--- src/rtl/stb_pkg.sv ---
package stb_pkg;

  // register byte offsets on the control bus
  localparam logic [7:0] OFS_OP     = 8'h00;
  localparam logic [7:0] OFS_OPND   = 8'h04;
  localparam logic [7:0] OFS_OFFSET = 8'h08;
  localparam logic [7:0] OFS_PC     = 8'h0c;
  localparam logic [7:0] OFS_FLAGS  = 8'h10;
  localparam logic [7:0] OFS_RESULT = 8'h14;

  // field positions
  localparam int unsigned OP_LONG_BIT  = 8;
  localparam int unsigned OPND_ACC_LSB = 8;
  localparam int unsigned RES_TAKEN    = 8;
  localparam int unsigned RES_BADOP    = 9;
  localparam int unsigned RES_TGT_LSB  = 16;
  localparam int unsigned WORD_LSB     = 2;

  // operation codes; bit 4 marks the relative jump family
  localparam logic [4:0] OP_SHIFT_LEFT_ARITH  = 5'h00;
  localparam logic [4:0] OP_SHIFT_RIGHT_ARITH = 5'h01;
  localparam logic [4:0] OP_BIT_TEST          = 5'h02;
  localparam int unsigned OP_JUMP_BIT         = 4;

  // jump conditions, low four bits of a jump operation
  localparam logic [3:0] CC_JUMP_ALWAYS           = 4'h0;
  localparam logic [3:0] CC_JUMP_IF_HIGHER        = 4'h1;
  localparam logic [3:0] CC_JUMP_IF_LOWER_SAME    = 4'h2;
  localparam logic [3:0] CC_JUMP_IF_CARRY_CLEAR   = 4'h3;
  localparam logic [3:0] CC_JUMP_IF_CARRY_SET     = 4'h4;
  localparam logic [3:0] CC_JUMP_IF_NOT_EQUAL     = 4'h5;
  localparam logic [3:0] CC_JUMP_IF_EQUAL         = 4'h6;
  localparam logic [3:0] CC_JUMP_IF_PLUS          = 4'h7;
  localparam logic [3:0] CC_JUMP_IF_MINUS         = 4'h8;
  localparam logic [3:0] CC_JUMP_IF_GREATER_EQUAL = 4'h9;
  localparam logic [3:0] CC_JUMP_IF_LESS          = 4'ha;
  localparam logic [3:0] CC_JUMP_IF_GREATER       = 4'hb;
  localparam logic [3:0] CC_JUMP_IF_LESS_EQUAL    = 4'hc;
  // aliases share the machine encoding, no code of their own
  localparam logic [3:0] CC_JUMP_IF_HIGHER_SAME   = CC_JUMP_IF_CARRY_CLEAR;
  localparam logic [3:0] CC_JUMP_IF_LOWER         = CC_JUMP_IF_CARRY_SET;

  // instruction lengths: opcode plus offset bytes
  localparam logic [15:0] SHORT_LEN = 16'h0002;
  localparam logic [15:0] LONG_LEN  = 16'h0003;

  localparam logic [15:0] PC_RST    = 16'h0000;
  localparam logic [1:0]  RESP_OKAY = 2'h0;
  localparam logic [1:0]  RESP_SLVERR = 2'h2;

  typedef enum logic {ST_IDLE, ST_EXEC} stb_fsm_e;

  typedef struct packed {
    logic h;
    logic n;
    logic z;
    logic v;
    logic c;
  } stb_flags_s;

  localparam stb_flags_s FLAGS_RST = 5'h00;

  typedef struct packed {
    stb_fsm_e   fsm;
    logic       aw_have;
    logic [7:0] aw_addr;
    logic       w_have;
    logic [31:0] w_data;
    logic [3:0] w_strb;
    logic       bvalid;
    logic [1:0] bresp;
    logic       rvalid;
    logic [31:0] rdata;
    logic [1:0] rresp;
    logic [4:0] op;
    logic       op_long;
    logic [7:0] operand;
    logic [7:0] accum;
    logic [15:0] offset;
    logic [15:0] pc;
    stb_flags_s flags;
    logic [7:0] result;
    logic       taken;
    logic [15:0] target;
    logic       bad_op;
    logic       done;
  } stb_state_s;

endpackage

--- src/rtl/stb_unit.sv ---
`timescale 1ns/1ps

// Summary of operation
// - left shift: bits move up, zero enters bit 0, old bit 7 to carry
// - left shift flags: V = b7 xor b6, N from b6 (result bit 7), Z on zero
// - right shift: bits move down, bit 7 held so sign replicates
// - right shift flags: C = old bit 0, N, Z; V kept, H undefined
// - every jump has short and long form; taken loads pc plus offset
// - short form offset is one signed byte added to pc
// - long form offset is a signed 16-bit word added to pc
// - carry-clear jump taken only when C is 0
// - carry-set jump taken only when C is 1
// - higher-same and lower are aliases of carry-clear and carry-set codes
// - equal jump taken only when Z is 1
// - not-equal jump taken only when Z is 0
// - greater-equal jump taken only when N xor V is 0
// - greater jump taken only when Z or (N xor V) is 0
// - higher jump taken only when C or Z is 0
// - lower-same jump taken only when C or Z is 1
// - less-equal jump taken when N xor V is 1 or Z is 1
// - less jump taken only when exactly one of N, V is set
// - minus jump taken only when N is 1
// - plus jump taken only when N is 0
// - always jump, both forms, loads pc plus offset unconditionally
// - bit test ANDs accumulator and operand; sets N, Z, clears V only
module stb_unit (
  input  wire logic               clk_sys,
  input  wire logic               rst_b,
  input  wire logic [7:0]         s_axi_awaddr,
  input  wire logic [2:0]         s_axi_awprot,
  input  wire logic               s_axi_awvalid,
  output logic                    s_axi_awready,
  input  wire logic [31:0]        s_axi_wdata,
  input  wire logic [3:0]         s_axi_wstrb,
  input  wire logic               s_axi_wvalid,
  output logic                    s_axi_wready,
  output logic [1:0]              s_axi_bresp,
  output logic                    s_axi_bvalid,
  input  wire logic               s_axi_bready,
  input  wire logic [7:0]         s_axi_araddr,
  input  wire logic [2:0]         s_axi_arprot,
  input  wire logic               s_axi_arvalid,
  output logic                    s_axi_arready,
  output logic [31:0]             s_axi_rdata,
  output logic [1:0]              s_axi_rresp,
  output logic                    s_axi_rvalid,
  input  wire logic               s_axi_rready,
  output logic [7:0]              shift_result,
  output stb_pkg::stb_flags_s     flags_out,
  output logic                    jump_taken,
  output logic [15:0]             jump_target,
  output logic [15:0]             pc_out,
  output logic                    exec_done
);

  stb_pkg::stb_state_s st_reg;
  stb_pkg::stb_state_s st_next;
  logic [31:0]         wr_word;
  logic [31:0]         rd_word;
  logic                rd_ok;
  logic [7:0]          wr_addr;
  logic [7:0]          rd_addr;
  logic [15:0]         seq_pc;
  logic [15:0]         offs_ext;
  logic [7:0]          tst_val;

  ////////////////////////////////////////////////////////////////////////////
  // helpers

  // byte-lane merge so partial writes keep the untouched lanes
  function automatic logic [31:0] lane_merge(input logic [31:0] old_w,
                                             input logic [31:0] new_w,
                                             input logic [3:0]  strb);
    logic [31:0] m;
    m = old_w;
    for (int i = 0; i < 4; i++)
    begin
      if (strb[i])
      begin
        m[i*8 +: 8] = new_w[i*8 +: 8];
      end
    end
    return m;
  endfunction

  // condition test; unknown codes never jump
  function automatic logic cond_met(input logic [3:0] cc, input stb_pkg::stb_flags_s f);
    logic r;
    r = 1'b0;
    case (cc)
      stb_pkg::CC_JUMP_ALWAYS:           r = 1'b1;
      stb_pkg::CC_JUMP_IF_HIGHER:        r = ((f.c | f.z) == 1'b0);
      stb_pkg::CC_JUMP_IF_LOWER_SAME:    r = ((f.c | f.z) == 1'b1);
      stb_pkg::CC_JUMP_IF_CARRY_CLEAR:   r = (f.c == 1'b0);
      stb_pkg::CC_JUMP_IF_CARRY_SET:     r = (f.c == 1'b1);
      stb_pkg::CC_JUMP_IF_NOT_EQUAL:     r = (f.z == 1'b0);
      stb_pkg::CC_JUMP_IF_EQUAL:         r = (f.z == 1'b1);
      stb_pkg::CC_JUMP_IF_PLUS:          r = (f.n == 1'b0);
      stb_pkg::CC_JUMP_IF_MINUS:         r = (f.n == 1'b1);
      stb_pkg::CC_JUMP_IF_GREATER_EQUAL: r = ((f.n ^ f.v) == 1'b0);
      stb_pkg::CC_JUMP_IF_LESS:          r = ((f.n ^ f.v) == 1'b1);
      stb_pkg::CC_JUMP_IF_GREATER:       r = ((f.z | (f.n ^ f.v)) == 1'b0);
      stb_pkg::CC_JUMP_IF_LESS_EQUAL:    r = ((f.n ^ f.v) | f.z);
      default:                           r = 1'b0;
    endcase
    return r;
  endfunction

  function automatic logic cond_known(input logic [3:0] cc);
    return cc <= stb_pkg::CC_JUMP_IF_LESS_EQUAL;
  endfunction

  ////////////////////////////////////////////////////////////////////////////
  // bus handshakes straight from state

  assign s_axi_awready = !st_reg.aw_have && !st_reg.bvalid;
  assign s_axi_wready  = !st_reg.w_have && !st_reg.bvalid;
  assign s_axi_bvalid  = st_reg.bvalid;
  assign s_axi_bresp   = st_reg.bresp;
  assign s_axi_arready = !st_reg.rvalid;
  assign s_axi_rvalid  = st_reg.rvalid;
  assign s_axi_rdata   = st_reg.rdata;
  assign s_axi_rresp   = st_reg.rresp;

  // user-side view
  assign shift_result = st_reg.result;
  assign flags_out    = st_reg.flags;
  assign jump_taken   = st_reg.taken;
  assign jump_target  = st_reg.target;
  assign pc_out       = st_reg.pc;
  assign exec_done    = st_reg.done;

  // datapath terms for the execute cycle
  assign wr_addr  = {st_reg.aw_addr[7:stb_pkg::WORD_LSB], 2'h0};
  assign rd_addr  = {s_axi_araddr[7:stb_pkg::WORD_LSB], 2'h0};
  assign seq_pc   = st_reg.pc + (st_reg.op_long ? stb_pkg::LONG_LEN : stb_pkg::SHORT_LEN);
  assign offs_ext = st_reg.op_long ? st_reg.offset
                                   : {{8{st_reg.offset[7]}}, st_reg.offset[7:0]};
  assign tst_val  = st_reg.accum & st_reg.operand;

  ////////////////////////////////////////////////////////////////////////////
  // next state

  always_comb
  begin
    st_next      = st_reg;
    st_next.done = 1'b0;
    wr_word      = '0;
    rd_word      = '0;
    rd_ok        = 1'b1;

    // address and data are taken independently, in any order
    if (s_axi_awvalid && s_axi_awready)
    begin
      st_next.aw_have = 1'b1;
      st_next.aw_addr = s_axi_awaddr;
    end
    if (s_axi_wvalid && s_axi_wready)
    begin
      st_next.w_have = 1'b1;
      st_next.w_data = s_axi_wdata;
      st_next.w_strb = s_axi_wstrb;
    end
    if (st_reg.bvalid && s_axi_bready)
    begin
      st_next.bvalid = 1'b0;
    end

    // writes wait while an operation executes, so the two never collide
    if (st_reg.aw_have && st_reg.w_have && !st_reg.bvalid && st_reg.fsm == stb_pkg::ST_IDLE)
    begin
      st_next.aw_have = 1'b0;
      st_next.w_have  = 1'b0;
      st_next.bvalid  = 1'b1;
      st_next.bresp   = stb_pkg::RESP_OKAY;
      case (wr_addr)
        stb_pkg::OFS_OP:
        begin
          wr_word = lane_merge({23'h0, st_reg.op_long, 3'h0, st_reg.op}, st_reg.w_data, st_reg.w_strb);
          st_next.op      = wr_word[4:0];
          st_next.op_long = wr_word[stb_pkg::OP_LONG_BIT];
          st_next.fsm     = stb_pkg::ST_EXEC;
        end
        stb_pkg::OFS_OPND:
        begin
          wr_word = lane_merge({16'h0, st_reg.accum, st_reg.operand}, st_reg.w_data, st_reg.w_strb);
          st_next.operand = wr_word[7:0];
          st_next.accum   = wr_word[stb_pkg::OPND_ACC_LSB +: 8];
        end
        stb_pkg::OFS_OFFSET:
        begin
          wr_word = lane_merge({16'h0, st_reg.offset}, st_reg.w_data, st_reg.w_strb);
          st_next.offset = wr_word[15:0];
        end
        stb_pkg::OFS_PC:
        begin
          wr_word = lane_merge({16'h0, st_reg.pc}, st_reg.w_data, st_reg.w_strb);
          st_next.pc = wr_word[15:0];
        end
        stb_pkg::OFS_FLAGS:
        begin
          wr_word = lane_merge({27'h0, st_reg.flags}, st_reg.w_data, st_reg.w_strb);
          st_next.flags = wr_word[4:0];
        end
        stb_pkg::OFS_RESULT:
        begin
          wr_word = '0; // read-only, write dropped with okay
        end
        default:
        begin
          st_next.bresp = stb_pkg::RESP_SLVERR;
        end
      endcase
    end

    // read path: one outstanding read, data latched at the address edge
    case (rd_addr)
      stb_pkg::OFS_OP:     rd_word = {23'h0, st_reg.op_long, 3'h0, st_reg.op};
      stb_pkg::OFS_OPND:   rd_word = {16'h0, st_reg.accum, st_reg.operand};
      stb_pkg::OFS_OFFSET: rd_word = {16'h0, st_reg.offset};
      stb_pkg::OFS_PC:     rd_word = {16'h0, st_reg.pc};
      stb_pkg::OFS_FLAGS:  rd_word = {27'h0, st_reg.flags};
      stb_pkg::OFS_RESULT: rd_word = {st_reg.target, 6'h0, st_reg.bad_op, st_reg.taken, st_reg.result};
      default:             rd_ok   = 1'b0;
    endcase
    if (s_axi_arvalid && s_axi_arready)
    begin
      st_next.rvalid = 1'b1;
      st_next.rdata  = rd_word;
      st_next.rresp  = rd_ok ? stb_pkg::RESP_OKAY : stb_pkg::RESP_SLVERR;
    end
    if (st_reg.rvalid && s_axi_rready)
    begin
      st_next.rvalid = 1'b0;
    end

    // execute: a single cycle after the operation register is written
    case (st_reg.fsm)
      stb_pkg::ST_IDLE:
      begin
        // no assignment here: an op write above may have raised execute, and idle must not undo it
      end
      stb_pkg::ST_EXEC:
      begin
        st_next.fsm    = stb_pkg::ST_IDLE;
        st_next.done   = 1'b1;
        st_next.bad_op = 1'b0;
        if (st_reg.op[stb_pkg::OP_JUMP_BIT])
        begin
          // flags are never touched on the jump path
          if (cond_known(st_reg.op[3:0]))
          begin
            st_next.target = seq_pc + offs_ext;
            st_next.taken  = cond_met(st_reg.op[3:0], st_reg.flags);
            st_next.pc     = st_next.taken ? seq_pc + offs_ext : seq_pc;
          end
          else
          begin
            st_next.bad_op = 1'b1;
          end
        end
        else
        begin
          case (st_reg.op)
            stb_pkg::OP_SHIFT_LEFT_ARITH:
            begin
              st_next.result  = {st_reg.operand[6:0], 1'b0};
              st_next.flags.c = st_reg.operand[7];
              st_next.flags.v = st_reg.operand[7] ^ st_reg.operand[6];
              st_next.flags.n = st_reg.operand[6];
              st_next.flags.z = (st_reg.operand[6:0] == 7'h00);
            end
            stb_pkg::OP_SHIFT_RIGHT_ARITH:
            begin
              // half-carry undefined, left as it was
              st_next.result  = {st_reg.operand[7], st_reg.operand[7:1]};
              st_next.flags.c = st_reg.operand[0];
              st_next.flags.n = st_reg.operand[7];
              st_next.flags.z = (st_reg.operand[7:1] == 7'h00);
            end
            stb_pkg::OP_BIT_TEST:
            begin
              // the AND value is discarded; result register keeps its value
              st_next.flags.n = tst_val[7];
              st_next.flags.z = (tst_val == 8'h00);
              st_next.flags.v = 1'b0;
            end
            default:
            begin
              st_next.bad_op = 1'b1;
            end
          endcase
        end
      end
      default:
      begin
        st_next.fsm = stb_pkg::ST_IDLE;
      end
    endcase
  end

  ////////////////////////////////////////////////////////////////////////////
  // state register

  always_ff @(posedge clk_sys)
  begin
    if (!rst_b)
    begin
      st_reg       <= '0;
      st_reg.fsm   <= stb_pkg::ST_IDLE;
      st_reg.pc    <= stb_pkg::PC_RST;
      st_reg.flags <= stb_pkg::FLAGS_RST;
    end
    else
    begin
      st_reg <= st_next;
    end
  end

  logic ex_shl;
  logic ex_shr;
  logic ex_tst;
  logic ex_jmp;
  assign ex_shl = st_reg.fsm == stb_pkg::ST_EXEC && st_reg.op == stb_pkg::OP_SHIFT_LEFT_ARITH;
  assign ex_shr = st_reg.fsm == stb_pkg::ST_EXEC && st_reg.op == stb_pkg::OP_SHIFT_RIGHT_ARITH;
  assign ex_tst = st_reg.fsm == stb_pkg::ST_EXEC && st_reg.op == stb_pkg::OP_BIT_TEST;
  assign ex_jmp = st_reg.fsm == stb_pkg::ST_EXEC && st_reg.op[stb_pkg::OP_JUMP_BIT] && cond_known(st_reg.op[3:0]);
endmodule

--- config.mk ---
export PLATFORM = sky130hd
export DESIGN_NAME = stb_unit
export DESIGN_NICKNAME = d
export VERILOG_FILES = /design/src/rtl/stb_pkg.sv /design/src/rtl/stb_unit.sv
export SDC_FILE = /design/constraint.sdc
export NUM_CORES = 1
export LEC_CHECK = 0
export BUFFER_PORTS_ARGS = -buffer_cell sky130_fd_sc_hd__buf_2
export CAP_MARGIN = 10
export CORE_AREA = 2 2 134 136
export CTS_CLUSTER_SIZE = 12
export DETAILED_ROUTE_END_ITERATION = 7
export DIE_AREA = 0 0 136 138
export HOLD_SLACK_MARGIN = 0.08
export PLACE_DENSITY = 0.73
export SETUP_SLACK_MARGIN = 0.2
export SLEW_MARGIN = 20
export SYNTH_ARGS = -nofsm -noshare
export SYNTH_HDL_FRONTEND = slang
export SYNTH_SLANG_ARGS = --single-unit
--- constraint.sdc ---
create_clock -name clk_sys -period 3.3 [get_ports clk_sys]
set_input_delay 0.66 -clock clk_sys [delete_from_list [all_inputs] [get_ports clk_sys]]
set_output_delay 0.66 -clock clk_sys [all_outputs]
set_load 0.01 [all_outputs]
After elaboration in Yosys (flattened, before gate mapping)
Index checks and enable logic that the tools add are counted.
Operators by class
  add/subtract/negate cells: 2
  $lt $le $gt $ge: 1
  equal/unequal tests: 24
  muxes and demuxes: 32
  bitwise gates (word level): 14
  reduce and logical (&&, ||, !) cells: 39
Operator list (number)
  one-hot mux 32 bit (6 select lines): 1
  two-way mux 16 bit: 6
  two-way mux 17 bit: 2
  two-way mux 31 bit: 1
  AND reduction 3 bit: 9
  == test 6 x 2 -> 1 bit, second input constant: 4
  == test 6 x 3 -> 1 bit, second input constant: 4
  logical NOT 8 bit: 3
  two-way mux 21 bit: 1
  == test 4 bit, second input constant: 5
  one-hot mux 9 bit (2 select lines): 1
  adder 16 bit: 1
  adder 16 x 2 -> 16 bit: 1
  == test 4 x 3 -> 1 bit, second input constant: 4
  two-way mux 8 bit: 2
  logical NOT 7 bit: 2
  one-hot mux 1 bit (13 select lines): 1
  == test 6 x 1 -> 1 bit, second input constant: 2
  two-way mux 12 bit: 1
  OR reduction 6 bit: 2
  logical AND 1 bit: 10
  two-way mux 5 bit: 2
  two-way mux 1 bit: 9
  inverter 1 bit: 9
  19 further kinds: 29
Storage, ports and cells
  flip-flop bits (word level): 153
  bits of input ports: 65
  output and inout bits: 88
  word-level logic and storage cells: 140

Logic depth before layout (Yosys ltp)
Gate-level depths: netlist of run 1.
  word-level depth: 11
  gate-level depth with buffers: 15
  gate-level depth less buffers: 15

Worst setup path after synthesis of run 1
Ideal clock, no wire load.
  kind: reg-to-reg
  start point: register st_reg[80] in the netlist's numbering
  end point: register st_reg, in the netlist pc_out[12]
  setup time: 115 ps
  arrival: 3254 ps
  data required time: 3185 ps
  slack: -69 ps
  cell stages (with the launch flop): 15
  path buffers: 0
  clock period less this slack: 3369 ps
  cell sequence: dfxtp_1 > ha_1 > inv_1 > ha_1 > inv_1 > fa_1 > a21o_1 > a21oi_1 > o21ai_0 > a221oi_1 > o31ai_2 > a21o_1 > a21oi_2 > mux2_1 > and3_1
Between the ends
  cells in the longest elaborated chain, start to end: 7
  elaborated cells on any way between the ends: 8
  those cells by class: 2 x add/sub; 6 x mux
RTL lines
  start, declared: line stb_unit.sv:56  | stb_pkg::stb_state_s st_reg;
  start signal, assigned: line stb_unit.sv:316  | st_reg <= st_next;
  two-way mux 1 bit: line stb_unit.sv:136  | assign seq_pc = st_reg.pc + (st_reg.op_long ? stb_pkg::LONG_LEN : stb_pkg::SHORT_LEN);
  adder 16 x 2 -> 16 bit: line stb_unit.sv:136
  adder 16 bit: line stb_unit.sv:255  | st_next.pc = st_next.taken ? seq_pc + offs_ext : seq_pc;
  two-way mux 16 bit *: line stb_unit.sv:255
  two-way mux 16 bit *: line stb_unit.sv:251  | if (cond_known(st_reg.op[3:0]))
  two-way mux 16 bit *: line stb_unit.sv:248  | if (st_reg.op[stb_pkg::OP_JUMP_BIT])
  two-way mux 16 bit *: line stb_unit.sv:238  | case (st_reg.fsm)
Mark *: on every way between the ends. The rest lies on a longest branch, timed or not.
A chain may end at the register's enable or synchronous reset.

Worst setup path in the final report of run 1
Same ends and word-level chain as after synthesis.

==> flow_metrics.env, run 1 <==
export IMPL_synthCells=1006
export IMPL_num_rows=49
export IMPL_power_per_cell_area_nw_per_um2=426
export IMPL_largest_register_ffs=66
export IMPL_power_uw=4150
export IMPL_final_antenna_net_count=0
export IMPL_grt_start_max_net_pins=86
export IMPL_synth_seq_area_share=0.349
export IMPL_run_status="completed"
export IMPL_synth_edf_count=0
export IMPL_syn2layout_area_growth_pct=14.2
export IMPL_path_max_fanout=3
export IMPL_finalMaxSlewViolations=0
export IMPL_worst_ir_drop_vdd_mv=0.376
export IMPL_critical_path_max_stage_delay_ns=0.37
export IMPL_via_count=7209
export IMPL_initial_antenna_violation_count=0
export IMPL_insertion_delay_ns=0.44
export IMPL_critPathSlowestCell="dfxtp_4"
export IMPL_final_layout_size_suffix_gt1_frac=0.243
export IMPL_hold_viol=0
export IMPL_synth_avg_cell_area_um2=8.49
export IMPL_antenna_cells=0
export IMPL_min_period_over_period=0.963
export IMPL_final_common_cell="nand2_1"
export IMPL_most_frequent_cells_in_the_layout="nand2_1, dfxtp_1, buf_2"
export IMPL_yosys_cell_types_count=75
export IMPL_startpoint_types="flop"
export IMPL_worst_setup_path_end_kind="flop"
export IMPL_wl_per_cell_um=17.5
export IMPL_ys_dominant_reg_cell="dfxtp_1"
export IMPL_globalplace_congestion=0.920
export IMPL_cp_required_ns=3.62
export IMPL_timing_max_slew_rel_slack=0.294
export IMPL_period_minus_slack_ns=3.18
export IMPL_routed_wl_mm=22.8
export IMPL_cts_root_buffer_cell="clkbuf_16"
export IMPL_critPathBufInv=1
export IMPL_cts_hold_buffers_added=0
export IMPL_rsz0062_at_grt="yes"
export IMPL_worstPathArrival_ns=3.50
export IMPL_crit_family="compound AO/OA/AOI/OAI gates"
export IMPL_tritoncts_num_buffers=17
export IMPL_critical_path_cell_chain="ha_4 > nor2_2 > buf_6 > nor3b_2 > xor2_2 > ha_1 > a21oi_1 > o21ai_2 > a221oi_2 > o31ai_2 > a21o_1 > a21oi_2 > mux2_4 > and3_1"
export IMPL_final_setup_skew_ns=0.0111
export IMPL_slew_at_the_pin_closest_to_its_max_slew_limit_ns=1.05
export IMPL_finalSetupViolCount=0
export IMPL_synth_area_um2=8540
export IMPL_ys_async_sr_fraction=0
export IMPL_dp_final_hpwl_mm=15.9
export IMPL_synth_yosys_warnings=0
export IMPL_starting_density=0.487
export IMPL_grt_remaining_overflow=0
export IMPL_htreeDepth=4
export IMPL_mean_number_of_vias_per_cell=5.53
export IMPL_min_delay_path_class="flop to flop"
export IMPL_design_die_area_um2=18800
export IMPL_grtUsageTotal=0.241
export IMPL_drt_pass1_iterations=5
export IMPL_max_cap_violations=0
export IMPL_static_leakage_power_uw=0.00435
export IMPL_numPortBuffers=122
export IMPL_floorplan_core_area_um2=17500
export IMPL_max_freq_mhz=315
export IMPL_clock_tree_buffer_depth=2
export IMPL_cts_tree="yes"
export IMPL_worst_setup_path_type="flop to flop"
export IMPL_cts_sink_count=149
export IMPL_final_net_count=1144
export IMPL_holdWs_ns=0.457
export IMPL_first_global_vias=6816
export IMPL_path_clk_slew_ns=0.06
export IMPL_drt_iter0_markers=664
export IMPL_num_io_pins=153
export IMPL_die_width_um=136
export IMPL_grt_first_pass_wirelength_mm=35.8
export IMPL_synth_ff_latch_count=149
export IMPL_drc=0
export IMPL_die_y_um=138
-- report_power, final --
part           total [µW]  internal (µW)  switching, µW  leakage [µW]
logic                 217           87.7            129       0.00284
registers            1870           1830           43.3       0.00121
clock network        2060           1240            822      0.000301
total                4150           3160            995       0.00435
-- Yosys cell counts, types with 3 or more instances --
cell	number	area [µm²]
a31oi_1	7	43.8
and2_1	13	81.3
o211a_1	9	90.1
nand2_1	172	646
mux2_2	10	113
ha_1	17	213
or3_1	3	18.8
a21oi_1	33	165
and3_1	18	113
o21ai_0	33	165
clkbuf_1	48	180
nand3_1	36	180
a221oi_1	8	70.1
nor3b_1	3	22.5
xor2_1	12	105
nor2b_1	50	313
nor2_1	34	128
dfxtp_1	149	2980
a21boi_0	54	405
a222oi_1	10	100
o211ai_1	3	22.5
mux2i_1	64	641
a22oi_1	17	128
a211oi_1	6	45.0
nand4_1	3	18.8
clkbuf_8	4	55.1
nor3_1	13	65.1
nand2b_1	4	25.0
o21a_1	4	30.0
xnor2_1	21	184
inv_1	10	37.5
buf_4	82	616
a21o_1	5	37.5
-- layer usage --
metal | GRT usage | wire length, µm | up-vias
met1 | 0.319 | 10200 | 3392
li1 | - | - | 3533
met3 | 0.0477 | 1280 | 48
met4 | 0.0948 | 748 | 0
met2 | 0.385 | 10500 | 236
met5 | 0 | 0 | -
-- per-stage QoR --
stage          instance area (µm²)  utilization  setup TNS (ns)  setup slack (ns)  instances
3_3_place_gp                  8860        0.505               0            0.0316       1255
5_1_grt                       9750        0.556               0           0.00906       1303
3_5_place_dp                  8860        0.505         -0.0884           -0.0756       1255
6_report                      9750        0.556               0             0.122       1303
2_1_floorplan                 8560            -               0             0.200       1007
4_1_cts                       9620        0.549               0             0.188       1293
-- logic make-up after synthesis --
| logic type | share of synthesized area |
|---|---|
| XOR/XNOR | 0.0384 |
| AO/OA/AOI/OAI | 0.172 |
| buffers and inverters | 0.107 |
| other | 0.000439 |
| AND/OR/NAND/NOR | 0.215 |
| multiplexers | 0.0909 |
| adder cells (fa/ha/maj) | 0.0273 |
| flip-flops | 0.349 |
-- repair_timing --
action                     CTS  global route
gates resized for setup     18            17
pin swaps                   13            14
setup endpoints to repair   10            10
setup buffers                6            10
-- cell type report --
| cell class | count | area [µm²] |
|---|---|---|
| timing repair buffer | 173 | 1020 |
| sequential | 149 | 2990 |
| inverter | 10 | 37.5 |
| clock inverter | 13 | 171 |
| fill | 1615 | 7790 |
| tap | 229 | 287 |
| multi-input combinational | 710 | 4790 |
| clock buffer | 19 | 453 |
-- tightest hold or removal path: cells and delay by family, from the launching register on --
family / cells / cell delay (ns)
flops: 1 / 0.31
simple gates: 1 / 0.04
compound gates: 1 / 0.06
-- path summary, 6_finish.rpt --
check	cells after the start	endpoint	slack [ns]	start
setup reg to reg	14	pc_out[12]	0.12	st_reg[80]
setup / recovery	14	pc_out[12]	0.12	st_reg[80]
hold reg to reg	2	s_axi_rdata[16]	0.46	s_axi_rdata[16]
hold / removal	2	s_axi_rdata[16]	0.46	s_axi_rdata[16]
Power figures use the tool's default switching activity.
==> inputs of run 2 (changes only) <==
Settings changed: PLACE_DENSITY 0.73 to 0.75.
==> flow_metrics.env, run 2 (synthesis gave the netlist of run 1 again) <==
export IMPL_initial_antenna_violation_count=0
export IMPL_cts_root_buffer_cell="clkbuf_16"
export IMPL_path_clk_slew_ns=0.06
export IMPL_rsz0062_at_grt="yes"
export IMPL_final_net_count=1144
export IMPL_final_layout_size_suffix_gt1_frac=0.247
export IMPL_static_leakage_power_uw=0.00434
export IMPL_finalSetupViolCount=0
export IMPL_htreeDepth=4
export IMPL_clock_tree_buffer_depth=2
export IMPL_grt_first_pass_wirelength_mm=35.3
export IMPL_cp_required_ns=3.65
export IMPL_grtUsageMet3=0.0535
export IMPL_worst_r2r_setup_slack_ns=0.20
export IMPL_syn2layout_area_growth_pct=13.8
export IMPL_hold_path_endpoint="s_axi_rdata[28]"
export IMPL_groute_layer_met1_usage=0.334
export IMPL_nFillCells=1601
export IMPL_drt_pass1_iterations=6
export IMPL_timing_max_slew_rel_slack=0.359
export IMPL_drt_iter0_markers=828
export IMPL_worst_ir_drop_vdd_mv=0.380
export IMPL_final_antenna_net_count=0
export IMPL_finalMaxSlewViolations=0
export IMPL_die_y_um=138
export IMPL_hold_path_startpoint="s_axi_rdata[28]"
export IMPL_final_common_cell="nand2_1"
export IMPL_timing_reg2reg_worst_path_depth=15
export IMPL_dp_final_hpwl_mm=16.1
export IMPL_grt_remaining_overflow=0
export IMPL_starting_density=0.487
export IMPL_final_setup_skew_ns=0.0149
export IMPL_via_count=7264
export IMPL_antenna_cells=0
export IMPL_timing_rr_end="jump_target[15]"
export IMPL_grtUsageTotal=0.237
export IMPL_holdWs_ns=0.456
export IMPL_startpoint_types="flop"
export IMPL_max_cap_violations=0
export IMPL_num_rows=49
export IMPL_mean_number_of_vias_per_cell=5.57
export IMPL_most_frequent_cells_in_the_layout="nand2_1, dfxtp_1, buf_2"
export IMPL_largest_register_ffs=66
export IMPL_max_freq_mhz=323
export IMPL_num_io_pins=153
export IMPL_worst_setup_path_end_kind="flop"
export IMPL_crit_family="compound AO/OA/AOI/OAI gates"
export IMPL_worstPathArrival_ns=3.45
export IMPL_setup_tns_ns=0
export IMPL_cts_sink_count=149
export IMPL_numPortBuffers=122
export IMPL_design_die_area_um2=18800
export IMPL_period_minus_slack_ns=3.10
export IMPL_insertion_delay_ns=0.43
export IMPL_final_instance_count_excl_fill=1303
export IMPL_drc=0
export IMPL_cts_hold_buffers_added=0
export IMPL_first_global_vias=6568
export IMPL_min_period_over_period=0.938
export IMPL_die_width_um=136
export IMPL_critical_path_max_stage_delay_ns=0.35
export IMPL_routed_wl_mm=22.7
export IMPL_critical_path_cell_chain="ha_4 > inv_2 > ha_4 > nor2_1 > xor2_1 > ha_2 > o21ai_2 > o31ai_4 > o221a_1 > a211oi_4 > nor2_2 > o21ai_2 > buf_4 > nand3_2 > a31oi_1"
export IMPL_grt_start_max_net_pins=71
export IMPL_hold_viol=0
export IMPL_placed_cells=1252
export IMPL_min_delay_path_class="flop to flop"
export IMPL_wl_per_cell_um=17.4
export IMPL_power_per_cell_area_nw_per_um2=418
export IMPL_worst_setup_path_type="flop to flop"
export IMPL_hold_path_depth=2
export IMPL_globalplace_congestion=0.912
export IMPL_highest_utilization_routing_layer_at_the_global_route_stage="met2"
export IMPL_cts_tree="yes"
export IMPL_path_max_fanout=4
export IMPL_reg2reg_from="pc_out[0]"
export IMPL_tritoncts_num_buffers=17
export IMPL_critPathSlowestCell="dfxtp_2"
export IMPL_floorplan_core_area_um2=17500
export IMPL_slew_at_the_pin_closest_to_its_max_slew_limit_ns=0.954
export IMPL_critPathBufInv=2
export IMPL_grt_met2_usage=0.358
export IMPL_run_status="completed"
==> run 2: cell count changes in the layout (fill, tap and decap cells not counted), moves of 2 or more <==
cell / previous run / this run
buf_4: 49 / 52
dfxtp_2: 3 / 6
buf_6: 2 / 0
dfxtp_1: 144 / 142
inv_6: 4 / 2
inv_8: 0 / 2
==> run 2: per-stage QoR <==
step | power [µW] | util | worst slack (ns) | cell area [µm²]
final | 4060 | 0.554 | 0.204 | 9710
after global routing | 4200 | 0.554 | 0.0249 | 9710
after CTS | 4090 | 0.544 | 0.199 | 9540
after detailed placement | 2130 | 0.503 | 0.0355 | 8830
after global placement | 2120 | 0.503 | 0.0580 | 8830
after floorplan | 2050 | - | 0.200 | 8560
==> run 2: power by group <==
| part | leakage (µW) | internal, µW | total [µW] | switching [µW] |
|---|---|---|---|---|
| sequential | 0.00121 | 1830 | 1870 | 41.7 |
| clock | 0.000295 | 1170 | 1970 | 806 |
| combinational | 0.00283 | 85.6 | 215 | 129 |
| total | 0.00434 | 3090 | 4060 | 977 |
==> run 2: routing by layer <==
layer,share of wire,up-vias
met3,0.075,47
met5,0,-
met1,0.45,3355
met2,0.45,322
met4,0.027,0
li1,-,3540
==> run 2: how the worst max path moves through the flow <==
stage / start / endpoint / slack (ns) / depth (start not counted)
2_1_floorplan: pc_out[0] / pc_out[12] / 0.20 / 14
3_3_place_gp: st_reg[80] / pc_out[12] / 0.06 / 14
3_5_place_dp: pc_out[0] / pc_out[14] / 0.04 / 14
4_1_cts: pc_out[0] / pc_out[12] / 0.20 / 14
5_1_grt: pc_out[0] / jump_target[15] / 0.02 / 15
6_report: pc_out[0] / jump_target[15] / 0.20 / 15
==> run 2: worst min-delay path, stage by stage (launching register included) <==
cell and delay (ns):
dfxtp_1 0.30, nand2_1 0.04, a21boi_0 0.06
==> run 2: repair_timing <==
| action | 4_1_cts | 5_1_grt |
|---|---|---|
| buffers inserted | 9 | 10 |
| setup endpoints to repair | 7 | 10 |
| resized for setup | 13 | 25 |
| pin swaps | 14 | 22 |
==> run 2: final cells by class <==
class / count / area [µm²] / area share
Multi-Input combinational cell: 710 / 4800 / 0.494
Sequential cell: 149 / 2990 / 0.308
Timing Repair Buffer: 173 / 996 / 0.103
Clock buffer: 20 / 457 / 0.0470
Tap cell: 229 / 287 / 0.0295
Clock inverter: 12 / 144 / 0.0148
Inverter: 10 / 37.5 / 0.00386
